[src/mce_pkg.sv]
// Purpose: Shared constants and types for the machine-check error code logger.
// Assumes: 32-bit APB register access, one clock.
// Notes: Code layouts, sub-field encodings, register offsets and reset values.
package mce_pkg;

  // ----------------------------------------------------------------
  // Code widths and fixed codes
  // ----------------------------------------------------------------
  localparam int CODE_W = 16;
  localparam int DATA_W = 32;
  localparam logic [15:0] CODE_NONE = 16'h0000;
  localparam logic [15:0] CODE_UNCLASS = 16'h0001;
  localparam logic [15:0] CODE_UCODE_PAR = 16'h0002;
  localparam logic [15:0] CODE_REINIT = 16'h0003;
  localparam logic [15:0] CODE_REDUND = 16'h0004;
  localparam logic [5:0] PFX_INTERNAL = 6'h01;
  localparam logic [11:0] PFX_TLB = 12'h001;
  localparam logic [7:0] PFX_CACHE = 8'h01;
  localparam logic [4:0] PFX_BUS = 5'h01;

  // ----------------------------------------------------------------
  // Error classes and sub-field encodings
  // ----------------------------------------------------------------
  typedef enum logic [2:0] {
    ECL_UNCLASS = 3'h0,
    ECL_INTERNAL = 3'h1,
    ECL_TLB = 3'h2,
    ECL_CACHE = 3'h3,
    ECL_BUS = 3'h4,
    ECL_SIMPLE = 3'h5
  } mce_class_t;
  localparam logic [1:0] ACC_INSTR = 2'h0;
  localparam logic [1:0] ACC_DATA = 2'h1;
  localparam logic [1:0] ACC_GEN = 2'h2;
  localparam logic [1:0] TIER_L0 = 2'h0;
  localparam logic [1:0] TIER_L1 = 2'h1;
  localparam logic [1:0] TIER_L2 = 2'h2;
  localparam logic [1:0] TIER_GEN = 2'h3;
  localparam logic [3:0] REQ_ERR = 4'h0;
  localparam logic [3:0] REQ_RD = 4'h1;
  localparam logic [3:0] REQ_WR = 4'h2;
  localparam logic [3:0] REQ_EVICT = 4'h7;
  localparam logic [3:0] REQ_SNOOP = 4'h8;
  localparam logic [1:0] PART_GEN = 2'h3;
  localparam logic [1:0] SPC_MEM = 2'h0;
  localparam logic [1:0] SPC_RSVD = 2'h1;
  localparam logic [1:0] SPC_IO = 2'h2;
  localparam logic [1:0] SPC_OTHER = 2'h3;

  // ----------------------------------------------------------------
  // Register map and fields
  // ----------------------------------------------------------------
  localparam logic [11:0] OFS_GCTL = 12'h000;
  localparam logic [11:0] OFS_GSTAT = 12'h004;
  localparam logic [11:0] OFS_BANK_BASE = 12'h100;
  localparam int BANK_SH = 4;
  localparam logic [3:0] OFS_B_CTL = 4'h0;
  localparam logic [3:0] OFS_B_STAT = 4'h4;
  localparam logic [3:0] OFS_B_FLAGS = 4'h8;
  localparam int GCTL_MODEL_EN = 0;
  localparam int FLG_GOOD = 0;
  localparam int FLG_OVF = 1;
  localparam int STAT_MODEL_LSB = 16;
  localparam int CTL_W = 6;
  localparam logic [5:0] CTL_RST = 6'h00;
  localparam logic GCTL_RST = 1'b0;
  localparam int SIMPLE_BANK = 0;

endpackage : mce_pkg

[src/mce_bank_if.sv]
// Purpose: Carrier between the logger core and one reporting bank.
// Assumes: Single clock domain.
// Notes: The core drives requests, the bank returns its stored state.
`timescale 1ns/1ps
interface mce_bank_if;
  import mce_pkg::*;
  logic log_en;
  mce_class_t log_class;
  logic [15:0] log_code;
  logic [15:0] log_model;
  logic clr;
  logic ctl_we;
  logic [5:0] ctl_wdata;
  logic [5:0] ctl;
  logic [15:0] code;
  logic [15:0] model;
  logic good;
  logic ovf;
  modport core(output log_en, log_class, log_code, log_model, clr, ctl_we, ctl_wdata,
               input ctl, code, model, good, ovf);
  modport bank(input log_en, log_class, log_code, log_model, clr, ctl_we, ctl_wdata,
               output ctl, code, model, good, ovf);
endinterface : mce_bank_if

[src/mce_top.sv]
// Purpose: Machine-check error code logger with APB register access.
// Assumes: CORE_CLK 125 MHz, RST asynchronous active high, APB slave.
// Notes: Error sources report into banks; software reads and clears them.
//
// Decided for this implementation: the APB register port and the register addresses.
`timescale 1ns/1ps
module mce_top
  import mce_pkg::*;
#(
  parameter int NBANKS = 4
) (
  input wire logic CORE_CLK,
  input wire logic RST,
  input wire logic PSEL,
  input wire logic PENABLE,
  input wire logic PWRITE,
  input wire logic [31:0] PADDR,
  input wire logic [31:0] PWDATA,
  input wire logic [3:0] PSTRB,
  output logic [31:0] PRDATA,
  output logic PREADY,
  output logic PSLVERR,
  input wire logic ERR_VALID,
  input mce_class_t ERR_CLASS,
  input wire logic [7:0] ERR_BANK,
  input wire logic [9:0] ERR_DETAIL,
  input wire logic [1:0] ERR_ACCESS,
  input wire logic [1:0] ERR_TIER,
  input wire logic [3:0] ERR_REQUEST,
  input wire logic [1:0] ERR_PART,
  input wire logic ERR_EXPIRY,
  input wire logic [1:0] ERR_SPACE,
  input wire logic [15:0] ERR_MODEL,
  input wire logic UCODE_PARITY_ERR,
  input wire logic BUS_REINIT_N,
  input wire logic REDUNDANCY_MISMATCH,
  output logic ANY_VALID
);

  // Bank count at the width of the bank selector, so compares against it keep one width.
  localparam logic [7:0] NB8 = 8'(NBANKS);

  // ----------------------------------------------------------------
  // State
  // ----------------------------------------------------------------
  typedef struct packed {
    logic [1:0] reinit_sy;
    logic [1:0] redund_sy;
    logic reinit_d;
    logic redund_d;
    logic [2:0] pend;
    logic model_en;
    logic [31:0] prdata;
    logic pready;
    logic pslverr;
    logic any_valid;
  } mce_top_st_t;

  mce_top_st_t st_r;
  mce_top_st_t st_nxt;

  // One carrier per bank between this core and the bank.
  mce_bank_if bif[NBANKS] ();

  // Combinational terms of source selection, address decode and bank read-back.
  logic [15:0] enc_code;
  mce_class_t sel_class;
  logic [9:0] sel_detail;
  logic [7:0] sel_bank;
  logic log_any;
  logic [15:0] b_code[NBANKS];
  logic [15:0] b_model[NBANKS];
  logic [5:0] b_ctl[NBANKS];
  logic [NBANKS-1:0] b_good;
  logic [NBANKS-1:0] b_ovf;
  logic [11:0] a_lo;
  logic [11:0] a_rel;
  logic [7:0] a_bank;
  logic [3:0] a_off;
  logic a_hi_ok;
  logic a_is_bank;
  logic wr_fire;
  logic rd_err;
  logic [31:0] rd_data;
  logic wr_err;
  logic ctl_we;
  logic stat_clr;
  logic reinit_new;
  logic redund_new;

  // ----------------------------------------------------------------
  // Error source selection
  // ----------------------------------------------------------------
  // The general report port is served first; pin events wait in pending flags.
  always_comb begin
    reinit_new = st_r.reinit_sy[1] & ~st_r.reinit_d;
    redund_new = st_r.redund_sy[1] & ~st_r.redund_d;
    sel_class = ERR_CLASS;
    sel_detail = ERR_DETAIL;
    sel_bank = ERR_BANK;
    log_any = 1'b0;
    if (ERR_VALID) begin
      log_any = (ERR_BANK < NB8);
    end else if (st_r.pend != 3'h0) begin
      log_any = 1'b1;
      sel_class = ECL_SIMPLE;
      sel_bank = 8'(SIMPLE_BANK);
      if (st_r.pend[0]) begin
        sel_detail = CODE_REINIT[9:0];
      end else if (st_r.pend[1]) begin
        sel_detail = CODE_REDUND[9:0];
      end else begin
        sel_detail = CODE_UCODE_PAR[9:0];
      end
    end
  end

  // Code builder shared by all banks.
  mce_encode u_enc (
    .err_class(sel_class),
    .detail(sel_detail),
    .acc(ERR_ACCESS),
    .tier(ERR_TIER),
    .req(ERR_REQUEST),
    .part(ERR_PART),
    .expired(ERR_EXPIRY),
    .space(ERR_SPACE),
    .code(enc_code)
  );

  // ----------------------------------------------------------------
  // APB address decode
  // ----------------------------------------------------------------
  // Banks sit at a 16-byte stride above the bank base.
  always_comb begin
    a_lo = PADDR[11:0];
    a_rel = a_lo - OFS_BANK_BASE;
    a_bank = a_rel[11:4];
    a_off = a_rel[3:0];
    a_hi_ok = (PADDR[31:12] == 20'h00000);
    a_is_bank = a_hi_ok && (a_lo >= OFS_BANK_BASE) && (a_bank < NB8);
  end

  // Read data and error for the addressed register.
  always_comb begin
    rd_data = 32'h00000000;
    rd_err = 1'b0;
    if (a_hi_ok && a_lo == OFS_GCTL) begin
      rd_data[GCTL_MODEL_EN] = st_r.model_en;
    end else if (a_hi_ok && a_lo == OFS_GSTAT) begin
      rd_data = 32'(b_good);
    end else if (a_is_bank) begin
      rd_err = 1'b1;
      for (int i = 0; i < NBANKS; i++) begin
        if (a_bank == 8'(i)) begin
          case (a_off)
            OFS_B_CTL: begin
              rd_data = 32'(b_ctl[i]);
              rd_err = 1'b0;
            end
            OFS_B_STAT: begin
              rd_data = {b_model[i], b_code[i]};
              rd_err = 1'b0;
            end
            OFS_B_FLAGS: begin
              rd_data[FLG_GOOD] = b_good[i];
              rd_data[FLG_OVF] = b_ovf[i];
              rd_err = 1'b0;
            end
            default: rd_err = 1'b1;
          endcase
        end
      end
    end else begin
      rd_err = 1'b1;
    end
  end

  // Write checks: status takes only zero, flags and summary are read only.
  always_comb begin
    wr_err = rd_err;
    ctl_we = 1'b0;
    stat_clr = 1'b0;
    if (!rd_err) begin
      if (a_is_bank && a_off == OFS_B_CTL) begin
        ctl_we = PSTRB[0];
      end else if (a_is_bank && a_off == OFS_B_STAT) begin
        stat_clr = (PWDATA == 32'h00000000);
        wr_err = ~stat_clr;
      end else if (a_is_bank || a_lo == OFS_GSTAT) begin
        wr_err = 1'b1;
      end
    end
  end

  // A write takes effect only at the edge that ends the access phase. The answer was
  // registered at setup, so the request has already been judged when PREADY is seen.
  assign wr_fire = PSEL & PENABLE & PWRITE & st_r.pready;

  // ----------------------------------------------------------------
  // Banks
  // ----------------------------------------------------------------
  for (genvar g = 0; g < NBANKS; g++) begin : g_bank
    assign bif[g].log_en = log_any && (sel_bank == 8'(g));
    assign bif[g].log_class = sel_class;
    assign bif[g].log_code = enc_code;
    assign bif[g].log_model = (st_r.model_en && ERR_VALID) ? ERR_MODEL : 16'h0000;
    assign bif[g].clr = wr_fire && !wr_err && stat_clr && (a_bank == 8'(g));
    assign bif[g].ctl_we = wr_fire && !wr_err && ctl_we && (a_bank == 8'(g));
    assign bif[g].ctl_wdata = PWDATA[CTL_W-1:0];
    assign b_code[g] = bif[g].code;
    assign b_model[g] = bif[g].model;
    assign b_ctl[g] = bif[g].ctl;
    assign b_good[g] = bif[g].good;
    assign b_ovf[g] = bif[g].ovf;

    mce_bank u_bank (
      .clk(CORE_CLK),
      .rst(RST),
      .bif(bif[g])
    );
  end

  // ----------------------------------------------------------------
  // Next state
  // ----------------------------------------------------------------
  // Synchronisers, pending flags (set wins over serve) and APB answer.
  always_comb begin
    st_nxt = st_r;
    st_nxt.reinit_sy = {st_r.reinit_sy[0], ~BUS_REINIT_N};
    st_nxt.redund_sy = {st_r.redund_sy[0], REDUNDANCY_MISMATCH};
    st_nxt.reinit_d = st_r.reinit_sy[1];
    st_nxt.redund_d = st_r.redund_sy[1];
    // A cycle without a general report serves the highest pending pin event.
    if (!ERR_VALID) begin
      if (st_r.pend[0]) begin
        st_nxt.pend[0] = 1'b0;
      end else if (st_r.pend[1]) begin
        st_nxt.pend[1] = 1'b0;
      end else begin
        st_nxt.pend[2] = 1'b0;
      end
    end
    st_nxt.pend = st_nxt.pend | {UCODE_PARITY_ERR, redund_new, reinit_new};
    // The summary output lags the bank flags by one cycle.
    st_nxt.any_valid = |b_good;
    // APB answer: one cycle of PREADY after every setup cycle, no wait states.
    st_nxt.pready = 1'b0;
    st_nxt.pslverr = 1'b0;
    if (PSEL && !PENABLE) begin
      st_nxt.pready = 1'b1;
      st_nxt.pslverr = PWRITE ? wr_err : rd_err;
      st_nxt.prdata = (PWRITE || rd_err) ? 32'h00000000 : rd_data;
    end
    // Global control write.
    if (wr_fire && !wr_err && a_hi_ok && a_lo == OFS_GCTL) begin
      st_nxt.model_en = PWDATA[GCTL_MODEL_EN];
    end
  end

  // State register.
  always_ff @(posedge CORE_CLK or posedge RST) begin
    if (RST) begin
      st_r <= '{reinit_sy: 2'h0, redund_sy: 2'h0, reinit_d: 1'b0, redund_d: 1'b0, pend: 3'h0,
                model_en: GCTL_RST, prdata: 32'h00000000, pready: 1'b0, pslverr: 1'b0,
                any_valid: 1'b0};
    end else begin
      st_r <= st_nxt;
    end
  end

  // ----------------------------------------------------------------
  // Outputs
  // ----------------------------------------------------------------
  // Every output is a register bit of the state struct.
  assign PRDATA = st_r.prdata;
  assign PREADY = st_r.pready;
  assign PSLVERR = st_r.pslverr;
  assign ANY_VALID = st_r.any_valid;

endmodule : mce_top

[src/mce_encode.sv]
// Purpose: Builds the 16-bit architectural code from class and sub-fields.
// Assumes: Purely combinational; inputs from logic on the same clock.
// Notes: Illegal sub-field values fall back to the generic encodings.
`timescale 1ns/1ps
module mce_encode
  import mce_pkg::*;
(
  input mce_class_t err_class,
  input wire logic [9:0] detail,
  input wire logic [1:0] acc,
  input wire logic [1:0] tier,
  input wire logic [3:0] req,
  input wire logic [1:0] part,
  input wire logic expired,
  input wire logic [1:0] space,
  output logic [15:0] code
);

  logic [1:0] acc_s;
  logic [1:0] tlb_tier;
  logic [1:0] cache_tier;
  logic [3:0] req_c;
  logic [3:0] req_nc;
  logic [1:0] space_s;

  // Sanitise sub-fields, then assemble the code for the class.
  always_comb begin
    acc_s = (acc == 2'h3) ? ACC_GEN : acc;
    tlb_tier = (tier == TIER_L0) ? TIER_L0 : TIER_GEN;
    cache_tier = (tier == TIER_L0) ? TIER_GEN : tier;
    req_c = (req > REQ_SNOOP) ? REQ_ERR : req;
    req_nc = (req_c == REQ_EVICT || req_c == REQ_SNOOP) ? REQ_ERR : req_c;
    space_s = (space == SPC_RSVD) ? SPC_OTHER : space;
    case (err_class)
      ECL_INTERNAL: code = {PFX_INTERNAL, detail};
      ECL_TLB: code = {PFX_TLB, acc_s, tlb_tier};
      ECL_CACHE: code = {PFX_CACHE, req_c, acc_s, cache_tier};
      ECL_BUS: code = {PFX_BUS, part, expired, req_nc, space_s, tier};
      ECL_SIMPLE: begin
        if (detail >= 10'(CODE_UCODE_PAR) && detail <= 10'(CODE_REDUND)) begin
          code = {6'h00, detail};
        end else begin
          code = CODE_UNCLASS;
        end
      end
      default: code = CODE_UNCLASS;
    endcase
  end

endmodule : mce_encode

[src/mce_bank.sv]
// Purpose: One error-reporting bank: control enables, code, model code, flags.
// Assumes: Single clock, asynchronous active-high reset.
// Notes: A new log in the clear cycle wins; a second log sets overflow.
`timescale 1ns/1ps
module mce_bank
  import mce_pkg::*;
(
  input wire logic clk,
  input wire logic rst,
  mce_bank_if.bank bif
);

  typedef struct packed {
    logic [5:0] ctl;
    logic [15:0] code;
    logic [15:0] model;
    logic good;
    logic ovf;
  } mce_bank_st_t;

  mce_bank_st_t st_r;
  mce_bank_st_t st_nxt;
  logic enabled;

  // Clear first, then apply a log so a simultaneous event survives.
  always_comb begin
    st_nxt = st_r;
    enabled = st_r.ctl[bif.log_class];
    if (bif.ctl_we) begin
      st_nxt.ctl = bif.ctl_wdata;
    end
    if (bif.clr) begin
      st_nxt.code = CODE_NONE;
      st_nxt.model = 16'h0000;
      st_nxt.good = 1'b0;
      st_nxt.ovf = 1'b0;
    end
    if (bif.log_en && enabled) begin
      if (!st_nxt.good) begin
        st_nxt.code = bif.log_code;
        st_nxt.model = bif.log_model;
        st_nxt.good = 1'b1;
      end else begin
        st_nxt.ovf = 1'b1;
      end
    end
  end

  // State register.
  always_ff @(posedge clk or posedge rst) begin
    if (rst) begin
      st_r <= '{ctl: CTL_RST, code: CODE_NONE, model: 16'h0000, good: 1'b0, ovf: 1'b0};
    end else begin
      st_r <= st_nxt;
    end
  end

  assign bif.ctl = st_r.ctl;
  assign bif.code = st_r.code;
  assign bif.model = st_r.model;
  assign bif.good = st_r.good;
  assign bif.ovf = st_r.ovf;

endmodule : mce_bank

[config.mk]
export PLATFORM = sky130hd
export DESIGN_NAME = mce_top
export DESIGN_NICKNAME = d
export VERILOG_FILES = /design/src/mce_pkg.sv /design/src/mce_bank_if.sv /design/src/mce_top.sv /design/src/mce_encode.sv /design/src/mce_bank.sv
export SDC_FILE = /design/constraint.sdc
export NUM_CORES = 1
export LEC_CHECK = 0
export ABC_AREA = 1
export BUFFER_PORTS_ARGS = -buffer_cell sky130_fd_sc_hd__buf_2
export CAP_MARGIN = 40
export CORE_UTILIZATION = 55
export DETAILED_ROUTE_END_ITERATION = 8
export PLACE_DENSITY = 0.73
export SLEW_MARGIN = 20
export SYNTH_ARGS = -nofsm -noshare
export SYNTH_HDL_FRONTEND = slang
export SYNTH_HIERARCHICAL = 1
export SYNTH_SLANG_ARGS = --single-unit
export TNS_END_PERCENT = 30
[constraint.sdc]
create_clock -name CORE_CLK -period 6.2 [get_ports CORE_CLK]
set_clock_uncertainty 0.1 [all_clocks]
set_input_delay 0.93 -clock CORE_CLK [delete_from_list [all_inputs] [get_ports CORE_CLK]]
set_output_delay 0.93 -clock CORE_CLK [all_outputs]
set_load 0.02 [all_outputs]
# == Word-level counts from Yosys, hierarchy flattened ==
# Index checks and enable logic that the tools add are counted.
# totals
mem_count,0
romBits,0
out_inout_bits,35
latch_bits,0
inputBits,127
word_cells,196
reg_bits,205
ram_bits,0
# op_classes
order_cmp,7
addsub,1
bitwise_logic,10
n_eq_ne,18
muxes,85
n_reduce_logical,45
shifts,0
n_div,0
n_mul,0
# op_table
operator,n
$mux 32,10
$mux 34,8
$pmux 30 s2,4
$mux 33,4
$pmux 16 s5,1
$eq 8x2->1 const B,4
$logic_not 32->1,1
$mux 31,1
$logic_and 1x1->1,30
$mux 1,30
$mux 10,3
$pmux 2 s3,4
$logic_not 20->1,1
$eq 8x1->1 const B,2
$logic_not 8->1,2
$lt 8x3->1 const B,2
$mux 16,1
$mux 8,2
$mux 3,5
$bmux 1 s3,4
$eq 12x3->1 const B,1
$ge 12x9->1 const B,1
$logic_not 12->1,1
$mux 2,6
23 further kinds,38

# == Logic depth before layout (Yosys ltp) ==
# Gate-level depths: netlist of run 1.
# depth
ltp_word,19
mapped_depth,20
ltp_nobuf,19

# == By module ==
# Netlist of run 1, hierarchy kept.
# modules_own_cells
mod,instances,cells_per_inst,area_per_inst_um2,seq_area_each_um2
mce_bank,4,325,2228.4,1001.0
mce_top,1,706,4302.9,1126.1
mce_encode,1,87,434.2,0.0

# == Worst setup path before layout of run 1 ==
# OpenSTA, ideal clock, no wires.
# synth_path
path_type,input to register
start,in PADDR[21]
end,reg g_bank[2].u_bank.st_r (netlist bit g_bank[2].u_bank/bif.code[10])
path_buffers,2
required_ps,5983
arrival_time_ps,2815
setup_time_ps,117
cell_stages,18
slack_ps,3168
path_cell_list,nor2_1 > nand2_1 > nor2_2 > nand3_2 > nor2_2 > nand2_1 > nand3_2 > nand2_1 > nor2_2 > nand2_1 > nor2_1 > buf_2 > inv_2 > nand2_2 > clkbuf_1 > o21ai_0 > nand3_1 > nand2_1
# synth_rtl
item,line,text
"start, declared",mce_top.sv:17,"input wire logic [31:0] PADDR,"
"end signal, assigned",mce_bank.sv:52,"st_r <= '{ctl: CTL_RST, code: CODE_NONE, model: 16'h0000, good: 1'b0, ovf: 1'b0};"
"end signal, assigned",mce_bank.sv:54,st_r <= st_nxt;
"end, declared",mce_bank.sv:21,mce_bank_st_t st_r;

==> results by group, run 1 <==
Routing
  • Routed vias: 13800
  • DRC viols: 0
  • First drt pass iteration count: 6
  • Vias per Instance: approximately 5.5
  • DRT iter0 DRCs: around 1500
  • Wire length per cell: 16.9 um
  • Antenna-violating nets left: 0
  • Final wirelength: around 42000 um

Setup path
  • CP Buf/Inv Count: 5
  • Worst endpoint required time: 6.55 ns
  • CP Data Arrival Time: 4.56 ns
  • Crit path cell chain: buf_2 > nor2_2 > nand2_4 > clkinv_2 > nand3_1 > nor2_1 > nand2_1 > nand3_2 > nand2_1 > nor2_2 > nand2_1 > nor2_2 > buf_4 > inv_2 > nand2_2 > buf_12 > nand2_1 > o21ai_0 > nand3_1 > nand2_1
  • Critical Path End Type: flop
  • Setup CP Type: in -> reg
  • CP peak stage delay: 0.46 ns
  • Critical Path Source Type: input pin
  • CP Max Fanout: 34
  • Worst path top cell family by delay: simple AND/OR/NAND/NOR gates
  • Most frequent CP cell: nand2_1
  • CP max-delay cell: nand2_2

STA
  • Max Slew Vio Count: 0
  • Final Critical Period: 4.21 ns
  • RSZ-0062 raised after global routing: no
  • Final Hold Fails: 0
  • Slew margin rel.: slightly above 50%
  • Final setup TNS: 0 ns
  • Final hold slack: approximately 0.25 ns
  • Fin crit share: 67.9%
  • Setup Viol. Count Final: 0
  • Setup WS post-layout: 1.99 ns
  • Transition time of the tightest slew-check pin: between 0.7 and 0.8 ns
  • FMAX: 0.238 GHz

Yosys
  • Sequential fraction of the synthesis area: 37.6%
  • Synthesized cell area: 13700 um^2
  • Synth area leaders: dfrtp_1 38%, nand2_1 19%, nand3_1 8.0%, inv_1 6.6%, nor2_1 6.4%
  • Cell taking the most area after synthesis: dfrtp_1
  • Yosys cell types: 41
  • Post-Syn Instances: 2093
  • Ys flop type: dfrtp_1
  • Ys async rst share: 100%
  • Yosys top cell area share: 37.6%
  • Most frequent cell after synthesis: nand2_1
  • Ys Warns: 6
  • #FFs+latches synth: 205
  • Synth top cells by count: 699 x nand2_1, 239 x inv_1, 232 x nor2_1
  • Post-synth EDFFs: 0
  • Syn_area_per_cell: 6.52 um^2

Power
  • Design Power: 3.56 mW
  • Leak: 8.36 nW
  • Maximum VDD drop: approximately 0.19 mV
  • PD cells: 236 nW/um^2

Clocking
  • CTS resizes: 0
  • Clock sinks: 205
  • CTS tree: yes
  • CTS clk-pin slew, worst paths: about 0.060 ns
  • CTS buffer count: 23
  • CTS Hold Buffers Added: 0
  • Bufs on Longest Clock Path: 3
  • Postcts setup bufs: 0
  • CTS H-tree lvls: 1
  • Clk_lat worst skew: 0.53 ns
  • CTS root buf: clkbuf_16

Place
  • Placed Cells: 2461
  • Number of I/O port buffers: ~160
  • GP Congestion: 0.945
  • Final HPWL from detailed placement: 28700 um
  • Post-DP Area: roughly 14000 um^2
  • Post-Place Setup Slack: between 1.5 and 2 ns

Layout
  • FF/Latch Area: 5130 um^2
  • Final Non-Filler Cells: 2503
  • Area of the multi-input gates: 6710 um^2
  • Layout cells sized above 1: 15.2%
  • Layout fillers: between 2000 and 2500
  • Post-layout nets: between 2000 and 2500
  • Area growth syn-to-layout: 10.7%
  • Fin util: 62.1%
  • ANT cells: 0
  • Fin area: 15100 um^2

Global route
  • Grt ovf: 0
  • Global-route wire length before repair: 67200 um
  • Largest net degree at the start of global routing: 46
  • Vias in the first global route: 13000
  • GRT Total Usage: 33.1%
  • Initial antenna violation count: 0

Floorplanning
  • Row count: 57
  • Die Y: around 160 um
  • Starting Density: 56.1%
  • # IOs: between 150 and 200
  • Total core area: 24300 um^2
  • Die area: between 20000 and 30000 um^2
  • Die X: between 150 and 200 um

Status
  • Status: completed

Run
  • MaxCap Viol Count: 0

Min path
  • Min-delay worst type: reg -> reg
==> sequential cells by signal (all words and copies together), names as in the netlist, 4 cells and up <==
name,cells
g_bank.u_bank/bif.good,4
st_r,6
g_bank.u_bank/bif.code,64
g_bank.u_bank/bif.model,64
PRDATA,32
g_bank.u_bank/bif.ctl,24
g_bank.u_bank/bif.ovf,4
st_nxt,4
==> worst paths after layout <==
check	endpoint	cells after the start	from	slack [ns]
min reg2reg	st_nxt[40]	0	st_nxt[44]	0.25
max reg2reg	g_bank[0].u_bank/bif.model[12]	10	st_r[37]	2.92
min in group asynchronous	PRDATA[23]	3	RST	0.48
min	st_nxt[40]	0	st_nxt[44]	0.25
max	g_bank[1].u_bank/bif.model[11]	20	PADDR[1]	1.99
max in group asynchronous	g_bank[0].u_bank/bif.ctl[4]	3	RST	5.03
==> power by group <==
part,internal (mW),switching [mW]
Clock,0.931,0.584
Combinational,0.174,0.363
Sequential,1.45,0.0623
==> placed cells by master, fill, tap and decap left out, types with 3 or more instances in the layout <==
cell type,synthesis,layout
nand3_1,219,219
bufinv_16,0,4
o2111ai_1,3,3
or2_2,11,11
o21ai_1,7,7
mux2_2,4,4
nand2_2,9,9
buf_2,26,158
nor2_2,12,17
nand4_1,21,21
clkinv_2,1,4
clkinvlp_4,0,3
nor2_4,7,8
o21ai_2,9,9
nor2_1,232,226
nand2_4,12,12
dfrtp_1,205,205
o22ai_1,8,8
a21oi_1,21,20
nand2_1,699,699
o21ai_0,165,165
clkbuf_8,0,7
nand3_2,5,5
o211ai_1,7,7
inv_1,239,238
a22oi_1,3,3
inv_2,21,22
conb_1,1,4
a22o_1,9,9
a31oi_1,3,3
buf_4,51,23
clkbuf_16,0,23
==> per-layer routing <==
metal / share of wire, % / track usage (%) / wire (um) / up-vias
met4: 2.6 / 10.9 / 1100 / 0
met3: 11 / 5.76 / 4510 / 78
met2: 45 / 53.3 / 19100 / 749
met5: 0 / 0 / 0 / -
li1: - / - / - / 6629
met1: 42 / 45.2 / 17600 / 6385
==> logic make-up after synthesis <==
kind of cell	share of synthesized area, %
AND/OR/NAND/NOR	38.7
buffers and inverters	13.6
AO/OA/AOI/OAI	9.70
flip-flops	37.6
multiplexers	0.330
other	0.0275
==> final cells by class <==
| cell class | instances | share of cell area (%) |
|---|---|---|
| well taps | 324 | 2.68 |
| clock inverters | 11 | 1.10 |
| inverters | 263 | 6.54 |
| clock buffers | 31 | 4.47 |
| repair buffers | 185 | 6.82 |
| flip-flops and latches | 205 | 34.0 |
| multi-input cells | 1484 | 44.4 |
Power figures use the tool's default switching activity.
==> run 2, diff against run 1 <==
--- a/config.mk
+++ b/config.mk
@@ -5,7 +5,7 @@
 export SDC_FILE = /design/constraint.sdc
 export NUM_CORES = 1
 export LEC_CHECK = 0
-export ABC_AREA = 1
+export ABC_AREA = 0
 export BUFFER_PORTS_ARGS = -buffer_cell sky130_fd_sc_hd__buf_2
 export CAP_MARGIN = 40
 export CORE_UTILIZATION = 55
==> constraint.sdc (replaced) <==
create_clock -name CORE_CLK -period 4.1 [get_ports CORE_CLK]
set_clock_uncertainty 0.1 [all_clocks]
set_input_delay 0.615 -clock CORE_CLK [delete_from_list [all_inputs] [get_ports CORE_CLK]]
set_output_delay 0.615 -clock CORE_CLK [all_outputs]
set_load 0.02 [all_outputs]
==> run 2 against run 1 <==
  * Combinational power fell by 40%
  * Core utilization rose by 1.8 points
  * Sequential power rose by 35%
  * Largest power group is now the clock network
  * Critical path depth fell by 12
  * Clock power rose by 44%
  * Hold slack got worse by 0.16 ns
==> results by group, run 2 <==
Setup path
  • CP Max Fanout: 34 (unchanged)
  • CP Data Arrival Time: 3.40 ns (was 4.56 ns)
  • Critical Path Source Type: flop (was input pin)
  • Setup CP Type: reg -> reg (was in -> reg)
  • Worst endpoint required time: 4.44 ns (was 6.55 ns)
  • Critical Path End Type: flop (unchanged)

Global route
  • Grt ovf: 0 (unchanged)
  • Global-route wire length before repair: 55300 um (was 67200 um)
  • Initial antenna violation count: 1 (was 0)
  • Vias in the first global route: 9829 (was 13000)
  • GRT Total Usage: 30.5% (was 33.1%)
  • Largest net degree at the start of global routing: 41 (was 46)

Clocking
  • CTS root buf: clkbuf_16 (unchanged)
  • CTS H-tree lvls: 1 (unchanged)
  • Clk_lat worst skew: 0.53 ns (about the same)
  • Bufs on Longest Clock Path: 3 (unchanged)
  • Postcts setup bufs: 0 (unchanged)
  • CTS resizes: 0 (unchanged)
  • CTS buffer count: 24 (was 23)
  • CTS clk-pin slew, worst paths: 0.06 ns (about the same)
  • CTS tree: yes (unchanged)
  • Clock sinks: 205 (unchanged)
  • CTS Hold Buffers Added: 1 (was 0)

Routing
  • Final wirelength: 35800 um (was 42200 um)
  • Vias per Instance: 6.09 (was 5.53)
  • Antenna-violating nets left: 0 (unchanged)
  • Routed vias: 9794 (was 13800)
  • DRT iter0 DRCs: 726 (was 1467)
  • DRC viols: 0 (unchanged)
  • First drt pass iteration count: 6 (unchanged)
  • Wire length per cell: 22.3 um (was 16.9 um)

Floorplanning
  • Starting Density: 57.0% (was 56.1%)
  • Row count: 54 (was 57)
  • Total core area: 22100 um^2 (was 24300 um^2)
  • Die X: 153 um (was 160 um)
  • Die area: 23500 um^2 (was 25500 um^2)
  • # IOs: 162 (unchanged)
  • Die Y: 153 um (was 160 um)

Place
  • Number of I/O port buffers: 158 (unchanged)
  • GP Congestion: 0.966 (was 0.945)
  • Final HPWL from detailed placement: 23700 um (was 28700 um)
  • Post-Place Setup Slack: 0.819 ns (was 1.56 ns)

STA
  • Setup WS post-layout: 1.04 ns (was 1.99 ns)
  • Slew margin rel.: 50.1% (was 50.8%)
  • Max Slew Vio Count: 0 (unchanged)
  • Fin crit share: 74.5%
  • Final setup TNS: 0 ns (unchanged)
  • Transition time of the tightest slew-check pin: 0.745 ns (was 0.735 ns)
  • RSZ-0062 raised after global routing: no (unchanged)
  • Setup Viol. Count Final: 0 (unchanged)
  • Final Critical Period: 3.06 ns
  • FMAX: 0.327 GHz
  • Final Hold Fails: 0 (unchanged)

Min path
  • Min-delay worst type: in -> reg (was reg -> reg)

Layout
  • Highest-count cells in the layout ignoring fill and taps: 281 x mux2i_1, 205 x dfrtp_1, 158 x buf_2 (was 699 x nand2_1, 238 x inv_1, 226 x nor2_1)
  • Area growth syn-to-layout: 12.3% (was 10.7%)
  • Layout cells sized above 1: 23.7% (was 15.2%)
  • Most common cell after layout, fill and taps aside: mux2i_1 (was nand2_1)
  • Post-layout nets: 1438 (was 2289)
  • Layout fillers: 1799 (was 2287)

Power
  • PD cells: 321 nW/um^2 (was 236 nW/um^2)
  • Maximum VDD drop: 0.307 mV (was 0.188 mV)
  • Leak: 7.93 nW (was 8.36 nW)

Yosys
  • Ys Warns: 6 (unchanged)
  • Most frequent cell after synthesis: mux2i_1 (was nand2_1)
  • Yosys cell types: 72 (was 41)
  • Ys flop type: dfrtp_1 (unchanged)
  • Synth area leaders: dfrtp_1 41%, mux2i_1 22%, nand2b_1 6.7%, mux2_2 3.3%, buf_4 2.1% (was dfrtp_1 38%, nand2_1 19%, nand3_1 8.0%, inv_1 6.6%, nor2_1 6.4%)
  • Synthesized cell area: 12600 um^2 (was 13700 um^2)
  • Cell taking the most area after synthesis: dfrtp_1 (unchanged)
  • Ys async rst share: 100% (unchanged)
  • Sequential fraction of the synthesis area: 40.8% (was 37.6%)
  • Yosys top cell area share: 40.8% (was 37.6%)
  • Post-Syn Instances: 1198 (was 2093)
  • Synth top cells by count: 281 x mux2i_1, 205 x dfrtp_1, 134 x nand2b_1 (was 699 x nand2_1, 239 x inv_1, 232 x nor2_1)
  • Syn_area_per_cell: 10.5 um^2 (was 6.52 um^2)
  • Post-synth EDFFs: 0 (unchanged)
  • #FFs+latches synth: 205 (unchanged)

Status
  • Status: completed (unchanged)

Run
  • MaxCap Viol Count: 0 (unchanged)
## run 2: cell count changes after synthesis, sizes merged, moves of 19 or more
cell | before | now
nand3 | 224 | 6
o21ai | 181 | 48
clkbuf | 53 | 34
nand2b | 0 | 135
mux2i | 0 | 281
mux2 | 4 | 37
nand2 | 720 | 66
inv | 260 | 25
nor2 | 253 | 46
## run 2: report_power, final
| part | internal [mW] | total (mW) | switching, mW |
|---|---|---|---|
| Combinational | 0.118 | 0.323 | 0.206 |
| Clock | 1.32 | 2.18 | 0.853 |
| Sequential | 2.03 | 2.04 | 0.00516 |
| Total | 3.47 | 4.53 | 1.06 |
## run 2: worst paths after layout
path	from	end	slack (ns)	cells after the start
max	st_r[36]	g_bank[3].u_bank/bif.model[0]	1.04	8
min	REDUNDANCY_MISMATCH	st_nxt[42]	0.09	1
max reg2reg	st_r[36]	g_bank[3].u_bank/bif.model[0]	1.04	8
min reg2reg	st_nxt[44]	st_nxt[40]	0.25	0
max in group asynchronous	RST	PRDATA[4]	2.40	4
min in group asynchronous	RST	g_bank[1].u_bank/bif.ctl[5]	0.52	3
## run 2: logic make-up after synthesis
group | share of synthesized area [%]
AOI/OAI and AO/OA | 8.90
xor gates and xnor gates | 0.139
DFF | 40.8
buffers and inverters | 7.43
other | 0.0298
and+or+nand+nor | 16.7
muxes | 26.0
## run 2: metal layers
| layer | global-route usage, % | share of wire, % | vias to the layer above |
|---|---|---|---|
| met3 | 4.62 | 7.1 | 75 |
| met1 | 41.1 | 43 | 4869 |
| li1 | - | - | 4471 |
| met4 | 10.4 | 3.0 | 0 |
| met5 | 0 | 0 | - |
| met2 | 50.0 | 47 | 379 |
## run 2: layout make-up
cell class / count / area [um^2] / area share [%]
Multi-Input combinational cell: 855 / 6560 / 46.5
Sequential cell: 205 / 5130 / 36.3
Timing Repair Buffer: 200 / 1190 / 8.43
Clock buffer: 35 / 713 / 5.05
Tap cell: 280 / 350 / 2.48
Inverter: 25 / 93.8 / 0.664
Clock inverter: 6 / 82.6 / 0.585
Antenna cell: 1 / 2.50 / 0.0177
## run 2: critical path, stage by stage (launching register included)
cell and delay, ns:
dfrtp_1 0.43, nor3_1 0.10, nor2_1 0.54, or2_2 0.54, mux2i_1 0.31, nor3_1 0.10, nor3_2 0.25, buf_12 0.33
mux2i_1 0.25
## run 2: stage by stage
| stage | hold WS [ns] | utilization, % | total power, mW | area (um^2) | instances |
|---|---|---|---|---|---|
| final | 0.0900 | 63.9 | 4.53 | 14100 | 1607 |
| after global routing | 0.0835 | 63.9 | 4.66 | 14100 | 1606 |
| after CTS | 0.0818 | 63.9 | 4.55 | 14100 | 1606 |
| after detailed placement | 0.237 | 60.3 | 2.39 | 13300 | 1564 |
| after global placement | 0.233 | 60.2 | 2.39 | 13300 | 1563 |
| after floorplan | 0.231 | - | 2.25 | 12600 | 1201 |
